**config.mk**
```make
export PLATFORM = sky130hd
export DESIGN_NAME = sfm_unit
export DESIGN_NICKNAME = d
export VERILOG_FILES = /design/src/hdl/sfm_frac_mult.v /design/src/hdl/sfm_unit.v
export VERILOG_INCLUDE_DIRS = /design/src /design/src/pkg
export SDC_FILE = /design/constraint.sdc
export NUM_CORES = 1
export LEC_CHECK = 0
export ABC_CLOCK_PERIOD_IN_PS = 8450
export BUFFER_PORTS_ARGS = -buffer_cell sky130_fd_sc_hd__buf_2
export CAP_MARGIN = 20
export CORE_UTILIZATION = 45
export DETAILED_ROUTE_END_ITERATION = 16
export HOLD_SLACK_MARGIN = 0.1
export PLACE_DENSITY_LB_ADDON = 0.05
export REMOVE_ABC_BUFFERS = 1
export SYNTH_ARGS = -nofsm -noshare
export SYNTH_HDL_FRONTEND = slang
export SYNTH_SLANG_ARGS = --single-unit
```
**constraint.sdc**
```tcl
create_clock -name ref_clk -period 8.45 [get_ports ref_clk]
set_input_delay 1.69 -clock ref_clk [delete_from_list [all_inputs] [get_ports ref_clk]]
set_output_delay 1.69 -clock ref_clk [all_outputs]
set_load 0.02 [all_outputs]
```
**src/pkg/sfm_map.vh**
```
// Overview of operation
// - Register shift amount uses low six bits; useful range zero to forty.
// - Immediate shift amount ranges zero to thirty-one only.
// - Left shift by register amount 40 to 63 acts as shift by forty.
// - Right shifts by register amount 40 to 63 act as shift by forty.
// - Arithmetic right shift fills vacated bits with the sign bit.
// - Logical right shift fills vacated bits with zeros.
// - Shifts read and write in first execute stage, zero delay slots.
// - Left shift opcodes: 110011 signed 32-bit, 010011 unsigned to 40-bit.
// - Arithmetic right opcodes: 110111 by register, 110110 by immediate.
// - Logical right opcodes: 100111 by register, 100110 by immediate.
// - Multiply forms signed product of 16-bit halves, 32-bit result.
// - Multiply halves: 11010 LL, 01010 HL, 10010 LH, 00010 HH.
// - Product is shifted left by one before delivery.
// - Shifted product 0x80000000 is replaced by 0x7FFFFFFF.
// - Saturation sets sticky flag one cycle after destination write.
`ifndef SFM_MAP_VH
`define SFM_MAP_VH

// ****************************************
// Shift opcodes
// ****************************************
`define SFM_OP_ASL_S32_REG 6'h33
`define SFM_OP_ASL_S32_IMM 6'h32
`define SFM_OP_ASL_S40_REG 6'h31
`define SFM_OP_ASL_S40_IMM 6'h30
`define SFM_OP_ASL_U40_REG 6'h13
`define SFM_OP_ASL_U40_IMM 6'h12
`define SFM_OP_ASR_S32_REG 6'h37
`define SFM_OP_ASR_S32_IMM 6'h36
`define SFM_OP_ASR_S40_REG 6'h35
`define SFM_OP_ASR_S40_IMM 6'h34
`define SFM_OP_LSR_U32_REG 6'h27
`define SFM_OP_LSR_U32_IMM 6'h26
`define SFM_OP_LSR_U40_REG 6'h25
`define SFM_OP_LSR_U40_IMM 6'h24

// ****************************************
// Multiply opcodes
// ****************************************
`define SFM_OP_MPY_LL 5'h1a
`define SFM_OP_MPY_HL 5'h0a
`define SFM_OP_MPY_LH 5'h12
`define SFM_OP_MPY_HH 5'h02

// ****************************************
// Shift amounts and saturation values
// ****************************************
`define SFM_REG_AMT_BITS 6
`define SFM_IMM_AMT_BITS 5
`define SFM_MAX_SHIFT 6'h28
`define SFM_MOST_NEG 32'h8000_0000
`define SFM_MAX_POS 32'h7fff_ffff

`endif

```
**src/hdl/sfm_frac_mult.v**
```verilog
`timescale 1ns/10ps
`default_nettype none
`include "sfm_map.vh"

module sfm_frac_mult (
	input wire ref_clk,
	input wire sys_rst,
	input wire mul_valid,
	input wire mul_pred,
	input wire [4:0] mul_opcode,
	input wire [31:0] mul_src1,
	input wire [31:0] mul_src2,
	output reg mul_wr_reg,
	output reg [31:0] mul_result_reg,
	output reg mul_sat_reg
);

	reg [15:0] half_a;
	reg [15:0] half_b;
	reg legal_op;
	wire signed [31:0] prod;
	wire [31:0] shifted;
	wire saturate;

	// ****************************************
	// Half selection
	// ****************************************
	always @* begin
		half_a = mul_src1[15:0];
		half_b = mul_src2[15:0];
		legal_op = 1'b1;
		case (mul_opcode)
		`SFM_OP_MPY_LL: begin
			half_a = mul_src1[15:0];
			half_b = mul_src2[15:0];
		end
		`SFM_OP_MPY_HL: begin
			half_a = mul_src1[31:16];
			half_b = mul_src2[15:0];
		end
		`SFM_OP_MPY_LH: begin
			half_a = mul_src1[15:0];
			half_b = mul_src2[31:16];
		end
		`SFM_OP_MPY_HH: begin
			half_a = mul_src1[31:16];
			half_b = mul_src2[31:16];
		end
		default: begin
			legal_op = 1'b0;
		end
		endcase
	end

	assign prod = $signed(half_a) * $signed(half_b);
	assign shifted = {prod[30:0], 1'b0};
	assign saturate = (shifted == `SFM_MOST_NEG);

	// ****************************************
	// Second stage write and late flag
	// ****************************************
	// Result lands one cycle after issue; flag one cycle after that
	always @(posedge ref_clk or posedge sys_rst) begin
		if (sys_rst) begin
			mul_wr_reg <= 1'b0;
			mul_result_reg <= 32'h0000_0000;
			mul_sat_reg <= 1'b0;
		end else begin
			mul_wr_reg <= mul_valid && mul_pred && legal_op;
			// Raised with the write; the sticky flag follows a cycle later
			mul_sat_reg <= mul_valid && mul_pred && legal_op && saturate;
			if (mul_valid && mul_pred && legal_op) begin
				if (saturate) begin
					mul_result_reg <= `SFM_MAX_POS;
				end else begin
					mul_result_reg <= shifted;
				end
			end
		end
	end

endmodule
`default_nettype wire

```
**src/hdl/sfm_unit.v**
```verilog
`timescale 1ns/10ps
`default_nettype none
`include "sfm_map.vh"

module sfm_unit (
	input wire ref_clk,
	input wire sys_rst,
	input wire shf_valid,
	input wire shf_pred,
	input wire [5:0] shf_opcode,
	input wire [39:0] shf_src2,
	input wire [31:0] shf_src1,
	input wire [4:0] shf_imm,
	output reg shf_wr,
	output reg [39:0] shf_result,
	output reg shf_wide,
	input wire mul_valid,
	input wire mul_pred,
	input wire [4:0] mul_opcode,
	input wire [31:0] mul_src1,
	input wire [31:0] mul_src2,
	output wire mul_wr,
	output wire [31:0] mul_result,
	input wire sticky_sat_clear,
	output wire sticky_saturation_flag
);

	// ****************************************
	// Shift helpers
	// ****************************************
	// Amounts 40..63 collapse to 40; with 40-bit data that shifts every data bit out
	function [5:0] clamp_amt;
		input [5:0] amt;
		begin
			if (amt > `SFM_MAX_SHIFT) begin
				clamp_amt = `SFM_MAX_SHIFT;
			end else begin
				clamp_amt = amt;
			end
		end
	endfunction

	function [39:0] shift_right;
		input [39:0] val;
		input [5:0] amt;
		input fill;
		reg [79:0] ext;
		begin
			ext = {{40{fill}}, val} >> amt;
			shift_right = ext[39:0];
		end
	endfunction

	reg [5:0] amt;
	reg [1:0] kind;
	reg wide;
	reg sign_src;
	reg legal;
	reg [39:0] operand;
	reg [39:0] res;
	reg sat_reg;
	wire mul_sat;
	wire [5:0] eff_amt;

	localparam KIND_ASL = 2'd0;
	localparam KIND_ASR = 2'd1;
	localparam KIND_LSR = 2'd2;

	// ****************************************
	// Opcode decode
	// ****************************************
	always @* begin
		amt = {1'b0, shf_imm};
		kind = KIND_ASL;
		wide = 1'b0;
		sign_src = 1'b1;
		legal = 1'b1;
		case (shf_opcode)
		`SFM_OP_ASL_S32_REG: begin
			amt = shf_src1[5:0];
		end
		`SFM_OP_ASL_S32_IMM: begin
			amt = {1'b0, shf_imm};
		end
		`SFM_OP_ASL_S40_REG: begin
			amt = shf_src1[5:0];
			wide = 1'b1;
		end
		`SFM_OP_ASL_S40_IMM: begin
			wide = 1'b1;
		end
		`SFM_OP_ASL_U40_REG: begin
			amt = shf_src1[5:0];
			wide = 1'b1;
			sign_src = 1'b0;
		end
		`SFM_OP_ASL_U40_IMM: begin
			wide = 1'b1;
			sign_src = 1'b0;
		end
		`SFM_OP_ASR_S32_REG: begin
			amt = shf_src1[5:0];
			kind = KIND_ASR;
		end
		`SFM_OP_ASR_S32_IMM: begin
			kind = KIND_ASR;
		end
		`SFM_OP_ASR_S40_REG: begin
			amt = shf_src1[5:0];
			kind = KIND_ASR;
			wide = 1'b1;
		end
		`SFM_OP_ASR_S40_IMM: begin
			kind = KIND_ASR;
			wide = 1'b1;
		end
		`SFM_OP_LSR_U32_REG: begin
			amt = shf_src1[5:0];
			kind = KIND_LSR;
			sign_src = 1'b0;
		end
		`SFM_OP_LSR_U32_IMM: begin
			kind = KIND_LSR;
			sign_src = 1'b0;
		end
		`SFM_OP_LSR_U40_REG: begin
			amt = shf_src1[5:0];
			kind = KIND_LSR;
			wide = 1'b1;
			sign_src = 1'b0;
		end
		`SFM_OP_LSR_U40_IMM: begin
			kind = KIND_LSR;
			wide = 1'b1;
			sign_src = 1'b0;
		end
		default: begin
			legal = 1'b0;
		end
		endcase
	end

	// ****************************************
	// Operand widening
	// ****************************************
	// Unsigned left shift widens from 32 bits even with a 40-bit result
	always @* begin
		if (wide && !(kind == KIND_ASL && !sign_src)) begin
			operand = shf_src2;
		end else if (sign_src) begin
			operand = {{8{shf_src2[31]}}, shf_src2[31:0]};
		end else begin
			operand = {8'h00, shf_src2[31:0]};
		end
	end

	// Upper src1 bits ignored; issuer keeps them zero
	assign eff_amt = clamp_amt(amt);

	// ****************************************
	// Datapath
	// ****************************************
	always @* begin
		case (kind)
		KIND_ASR: begin
			res = shift_right(operand, eff_amt, operand[39]);
		end
		KIND_LSR: begin
			res = shift_right(operand, eff_amt, 1'b0);
		end
		default: begin
			res = operand << eff_amt;
		end
		endcase
		if (!wide) begin
			res = {8'h00, res[31:0]};
		end
	end

	// ****************************************
	// Shift outputs
	// ****************************************

	// Zero delay slots: result visible in the issue cycle
	always @* begin
		shf_wr = shf_valid && shf_pred && legal;
		shf_result = res;
		shf_wide = wide;
	end

	// ****************************************
	// Multiply and sticky flag
	// ****************************************
	sfm_frac_mult u_mult (
		.ref_clk(ref_clk),
		.sys_rst(sys_rst),
		.mul_valid(mul_valid),
		.mul_pred(mul_pred),
		.mul_opcode(mul_opcode),
		.mul_src1(mul_src1),
		.mul_src2(mul_src2),
		.mul_wr_reg(mul_wr),
		.mul_result_reg(mul_result),
		.mul_sat_reg(mul_sat)
	);

	// ****************************************
	// Sticky saturation flag
	// ****************************************
	// Set beats clear in the same cycle
	always @(posedge ref_clk or posedge sys_rst) begin
		if (sys_rst) begin
			sat_reg <= 1'b0;
		end else if (mul_sat) begin
			sat_reg <= 1'b1;
		end else if (sticky_sat_clear) begin
			sat_reg <= 1'b0;
		end
	end

	assign sticky_saturation_flag = sat_reg;

endmodule
`default_nettype wire

```
==> results of run 1 <==
[cells in the mapped netlist (6+ instances only)]
cell / count
dfrtp_1: 35
a31oi_1: 11
mux2_2: 41
clkbuf_1: 72
o31ai_1: 7
nand2b_1: 9
a221oi_1: 19
o21a_1: 9
o22ai_1: 30
o211ai_1: 40
a211oi_1: 26
ha_1: 82
xnor2_1: 19
buf_2: 33
nand2_1: 299
buf_1: 11
and2_1: 11
xor2_1: 11
a221o_1: 6
o21ai_0: 80
mux2i_1: 144
o221ai_1: 14
nor3_1: 22
a21o_1: 13
and3_1: 9
or2_2: 7
nand4_1: 11
a21oi_1: 98
a2111oi_0: 8
a22o_1: 7
a211o_1: 6
fa_1: 256
a22oi_1: 32
nand3_1: 41
inv_1: 250
nor2_1: 226
[how the worst max path moves through the flow]
| stage | cells past startpoint | slack, ps | endpoint |
|---|---|---|---|
| CTS | 25 | -330 | u_mult.mul_result_reg[1]$_DFFE_PP0P_ |
| global placement | 26 | -740 | u_mult.mul_result_reg[1]$_DFFE_PP0P_ |
| finish | 27 | -370 | u_mult.mul_result_reg[1]$_DFFE_PP0P_ |
| global route | 28 | -590 | u_mult.mul_result_reg[1]$_DFFE_PP0P_ |
| detailed placement | 26 | -810 | u_mult.mul_result_reg[1]$_DFFE_PP0P_ |
| floorplan | 19 | -4710 | u_mult.mul_result_reg[1]$_DFFE_PP0P_ |
[cell type report]
cell class                      count  area, µm²
Tap cell                          468      585.6
Clock inverter                      1      5.005
Fill cell                        3389      15720
Antenna cell                        2      5.005
Clock buffer                        6      138.9
Inverter                          250      938.4
Sequential cell                    35      875.8
Multi-Input combinational cell   1698      14840
Timing Repair Buffer              521       3588
[logic make-up after synthesis]
group	Yosys count	synth area share, %
AOI/OAI and AO/OA	476	19.49
muxes	189	11.76
buffers and inverters	373	8.778
DFF	35	5.199
xor gates and xnor gates	30	1.560
adders and majority gates	338	36.51
and+or+nand+nor	665	16.70
[metrics by stage]
step	setup TNS [ps]	hold WS, ps
2_1_floorplan	-211070	404.4
3_3_place_gp	-21990	415.3
3_5_place_dp	-24360	421.7
4_1_cts	-8630	434.4
5_1_grt	-17330	445.4
6_report	-10140	429.7
[metal layers]
metal | share of wire (%) | wire, µm | GRT usage, %
met5 | 0.047 | 33 | 0
met4 | 3.6 | 2532 | 11.46
met3 | 8.1 | 5618 | 5.078
met2 | 46 | 31930 | 59.95
met1 | 42 | 29620 | 49.24
[layout by cell type, fill, tap and decap left out, types with 10 or more instances in the layout]
cell	n
nand2_1	297
xor2_1	10
o211ai_1	40
nand4_1	11
a211oi_1	25
o22ai_1	30
ha_1	75
a21oi_1	95
and2_1	11
o221ai_1	13
o21ai_0	78
buf_4	295
buf_12	13
a22oi_1	32
fa_1	255
a221oi_1	19
nor3_1	22
mux2i_1	134
mux2_4	13
a31oi_1	11
dfrtp_1	35
xnor2_1	19
nand3_1	39
buf_2	208
nor2_1	224
a21o_1	13
inv_1	249
mux2_2	28
[worst max-delay path: cells and delay by family]
| kind | cells | cell delay (ps) |
|---|---|---|
| adders and majority gates | 7 | 3230 |
| and+or+nand+nor | 7 | 1940 |
| muxes | 1 | 170 |
| AOI/OAI and AO/OA | 4 | 760 |
| buffers and inverters | 8 | 1170 |
[repair_timing]
item,CTS,global route
gates resized for setup,37,22
gates cloned,2,0
hold buffers,0,0
buffers inserted,13,4
pin swaps,9,10
setup endpoints to repair,33,33
==> results.json, run 1 <==
{
  "crit_start": "mul_opcode[2]",
  "cp_slowest_cell": "fa_1",
  "arrival_ps": 9000,
  "synth-edff-count": 0,
  "drive_above_1_share_pct": 25.33,
  "core_area_um2": 36700,
  "worstMarginPinSlew_ps": 1054,
  "clk_pin_slew_worst_paths_ps": 60,
  "violations": "negative setup slack",
  "largest_reg_flops": 32,
  "grt_pass1_vias": 18090,
  "clock.fmax_mhz": 113.3,
  "startpoint_type": "primary input",
  "post-route-min-period_ps": 8825,
  "cts_buffers": 5,
  "worstPathMaxFanout": 31,
  "rsz0062_at_grt": "true",
  "synth_cells": 2106,
  "insertion_delay_ps": 290,
  "num-nets-final": 3008,
  "skew_ps": 0.01713,
  "status": "complete, but fails checks",
  "root_buffer": "clkbuf_16",
  "die_h_um": 195.5,
  "final_cell_area_um2": 20980,
  "hpwl_um": 58790,
  "via_per_inst": 5.989,
  "hold_viol": 0,
  "grt-ovfl-total": 0,
  "grt_pass1_wl_um": 105700,
  "cp.required_ps": 8630,
  "reg2regPathDepth": 1,
  "worstHoldStart": "u_mult.mul_sat_reg$_DFF_PP0_",
  "dr.pass1.iters": 6,
  "r2r_start": "u_mult.mul_result_reg[31]$_DFFE_PP0P_",
  "synth_flop_cell": "dfrtp_1",
  "placement_rows": 70,
  "min_path_cells": 1,
  "r2r_end": "u_mult.mul_result_reg[31]$_DFFE_PP0P_",
  "layout_setup_ws_ps": -374.5,
  "ys_ff_latch": 35,
  "r2r_setup_slack_ps": 7730,
  "max_stage_delay_ps": 570,
  "place_inst": 2953,
  "hold_end": "sticky_saturation_flag$_DFFE_PP0P_",
  "via_count": 17850,
  "grt_usage_pct": 36.36,
  "utilization_pct": 57.16,
  "drtIter0Drc": 1779,
  "syn2layout_area_growth_pct": 24.51,
  "critPathCaptureType": "flop",
  "fin_cells": 2981,
  "totalWireLength_um": 69730,
  "max_slew_margin_pct": 29.48,
  "gp_congestion": 1.001,
  "cts_buffer_depth": 2,
  "yosysTopAreaCell": "fa_1",
  "synth.avg_cell_area_um2": 8.000,
  "drv_slew": 0,
  "start_util_pct": 45.91,
  "dieArea_um2": 38220,
  "setup_viol": 32,
  "path_common_cell": "fa_1",
  "dpl_worst_slack_ps": -810.0,
  "drc_errors": 0,
  "yosys-top-cells-area": "fa_1 (30%), mux2i_1 (8.6%), nand2_1 (6.7%)",
  "portBuffers": 208,
  "placed_area_um2": 20340,
  "maxCapViolCount": 0,
  "cts_tree": "built",
  "fin_crit_sh_pct": 104.4,
  "synthArstFlopShare_pct": 100.0,
  "wl_per_cell_um": 23.39,
  "grt_max_degree": 69,
  "h-tree-depth": 2,
  "yosysWarnings": 0,
  "ant_nets": 0,
  "cts_sinks": 35,
  "ios": 235,
  "syn-cell-area_um2": 16850,
  "die_w_um": 195.5,
  "critical_path_class": "primary input to flop",
  "min-delay-path-class": "flop to flop",
  "ys_seq_area_share_pct": 5.199,
  "synth_top_area_share_pct": 30.42,
  "synth_cell_type_count": 81,
  "antenna_found_initial": 4
}
Power of run 1 is left out: the tool's default activity adds up to more than one toggle a clock period on the data nets, which glitch-free logic cannot reach.
==> inputs of run 2 (changes only) <==
CORE_ASPECT_RATIO = 0.9   (was default)
==> results.json, run 2 (synthesis results as in run 1) <==
{
  "status": "complete, but fails checks",
  "violations": "negative setup slack",
  "cp_slowest_cell": "or4_4",
  "utilization_pct": 58.12,
  "via_count": 18300,
  "grt_max_degree": 55,
  "max_slew_margin_pct": 22.14,
  "critPathCaptureType": "flop",
  "dieArea_um2": 38220,
  "clock.fmax_mhz": 112.2,
  "die_w_um": 206.0,
  "setup_viol": 32,
  "clk_pin_slew_worst_paths_ps": 60,
  "max_stage_delay_ps": 640,
  "fin_crit_sh_pct": 105.5,
  "hpwl_um": 60080,
  "place_inst": 2948,
  "wl_per_cell_um": 24.46,
  "hold_end": "sticky_saturation_flag$_DFFE_PP0P_",
  "antenna_found_initial": 3,
  "arrival_ps": 9090,
  "ios": 235,
  "final_cell_mix": "nand2_1 (295), buf_4 (276), fa_1 (250), inv_1 (243), nor2_1 (221)",
  "start_util_pct": 46.16,
  "fin_cells": 2975,
  "maxCapViolCount": 0,
  "critical_path_class": "primary input to flop",
  "drive_above_1_share_pct": 26.74,
  "post-route-min-period_ps": 8912,
  "h-tree-depth": 2,
  "hold_viol": 0,
  "cpLargestDelayFamily": "adder cells",
  "largest_reg_flops": 32,
  "root_buffer": "clkbuf_16",
  "cts_tree": "built",
  "cp.buffers_inverters": 11,
  "rsz0062_at_grt": "true",
  "grt-ovfl-total": 0,
  "drtIter0Drc": 2364,
  "grt_pass1_vias": 17840,
  "syn2layout_area_growth_pct": 25.93,
  "drv_slew": 0,
  "drc_errors": 0,
  "cp.required_ps": 8630,
  "r2r_setup_slack_ps": 7700,
  "core_area_um2": 36500,
  "ant_nets": 0,
  "worstHoldStart": "u_mult.mul_sat_reg$_DFF_PP0_",
  "insertion_delay_ps": 290,
  "skew_ps": 0.1138,
  "cts-hold-fix-buffers": 0,
  "totalWireLength_um": 72780,
  "cts_sinks": 35,
  "final_common_cell": "nand2_1",
  "startpoint_type": "primary input",
  "gp_congestion": 1.084,
  "cp_num_cells": 29,
  "r2r_start": "u_mult.mul_result_reg[30]$_DFFE_PP0P_",
  "via_per_inst": 6.152,
  "r2r_end": "u_mult.mul_result_reg[30]$_DFFE_PP0P_",
  "portBuffers": 208,
  "dr.pass1.iters": 8,
  "grt_pass1_wl_um": 106400,
  "placement_rows": 66,
  "fillCellCount": 3388,
  "worstPathMaxFanout": 8,
  "layout_setup_ws_ps": -461.7,
  "tns_ps": -13030,
  "grt_usage_pct": 37.55,
  "worstMarginPinSlew_ps": 1165,
  "min-delay-path-class": "flop to flop",
  "die_h_um": 185.6,
  "num-nets-final": 2994,
  "cts_buffer_depth": 2,
  "reg2regPathDepth": 2,
  "cts_buffers": 5,
  "min_path_cells": 1,
  "path_common_cell": "fa_1"
}
[run 2: final cells by class]
| type | instances | area [µm²] | share of cell area [%] |
|---|---|---|---|
| Multi-Input combinational cell | 1698 | 15100 | 71.20 |
| Timing Repair Buffer | 507 | 3525 | 16.61 |
| Inverter | 250 | 943.4 | 4.447 |
| Sequential cell | 35 | 875.8 | 4.128 |
| Tap cell | 476 | 595.6 | 2.807 |
| Clock buffer | 5 | 125.1 | 0.5898 |
| Clock inverter | 3 | 43.79 | 0.2064 |
| Antenna cell | 1 | 2.502 | 0.01180 |
[run 2: metal layers]
| layer | GRT usage, % | vias up | share of wire, % |
|---|---|---|---|
| met3 | 13.13 | 144 | 13 |
| li1 | - | 8020 | - |
| met1 | 55.10 | 9095 | 44 |
| met2 | 51.64 | 1042 | 40 |
| met4 | 9.647 | 2 | 3.0 |
| met5 | 0 | - | 0.058 |
[run 2: repair_timing]
item                       CTS  global route
cloned                       3             2
setup endpoints to repair   33            33
buffers inserted             5             9
pin swaps                   14             9
resized for setup           83            49
[run 2: how the worst max path moves through the flow]
stage | from | to | slack [ps]
CTS | mul_opcode[2] | u_mult.mul_result_reg[9]$_DFFE_PP0P_ | -300
finish | mul_opcode[2] | u_mult.mul_result_reg[23]$_DFFE_PP0P_ | -460
global route | mul_opcode[2] | u_mult.mul_result_reg[28]$_DFFE_PP0P_ | -680
global placement | mul_opcode[2] | u_mult.mul_result_reg[1]$_DFFE_PP0P_ | -800
detailed placement | mul_opcode[2] | u_mult.mul_result_reg[1]$_DFFE_PP0P_ | -900
floorplan | mul_opcode[0] | u_mult.mul_result_reg[1]$_DFFE_PP0P_ | -4710
[run 2: through the flow]
stage | hold slack (ps) | worst slack (ps) | instance area, µm²
finish | 434.9 | -461.7 | 21220
global route | 475.7 | -682.9 | 21220
CTS | 437.3 | -304.3 | 20890
detailed placement | 423.0 | -896.1 | 20220
global placement | 411.0 | -795.2 | 20220
floorplan | 404.4 | -4713 | 16310
Power of run 2 is left out for the same reason.
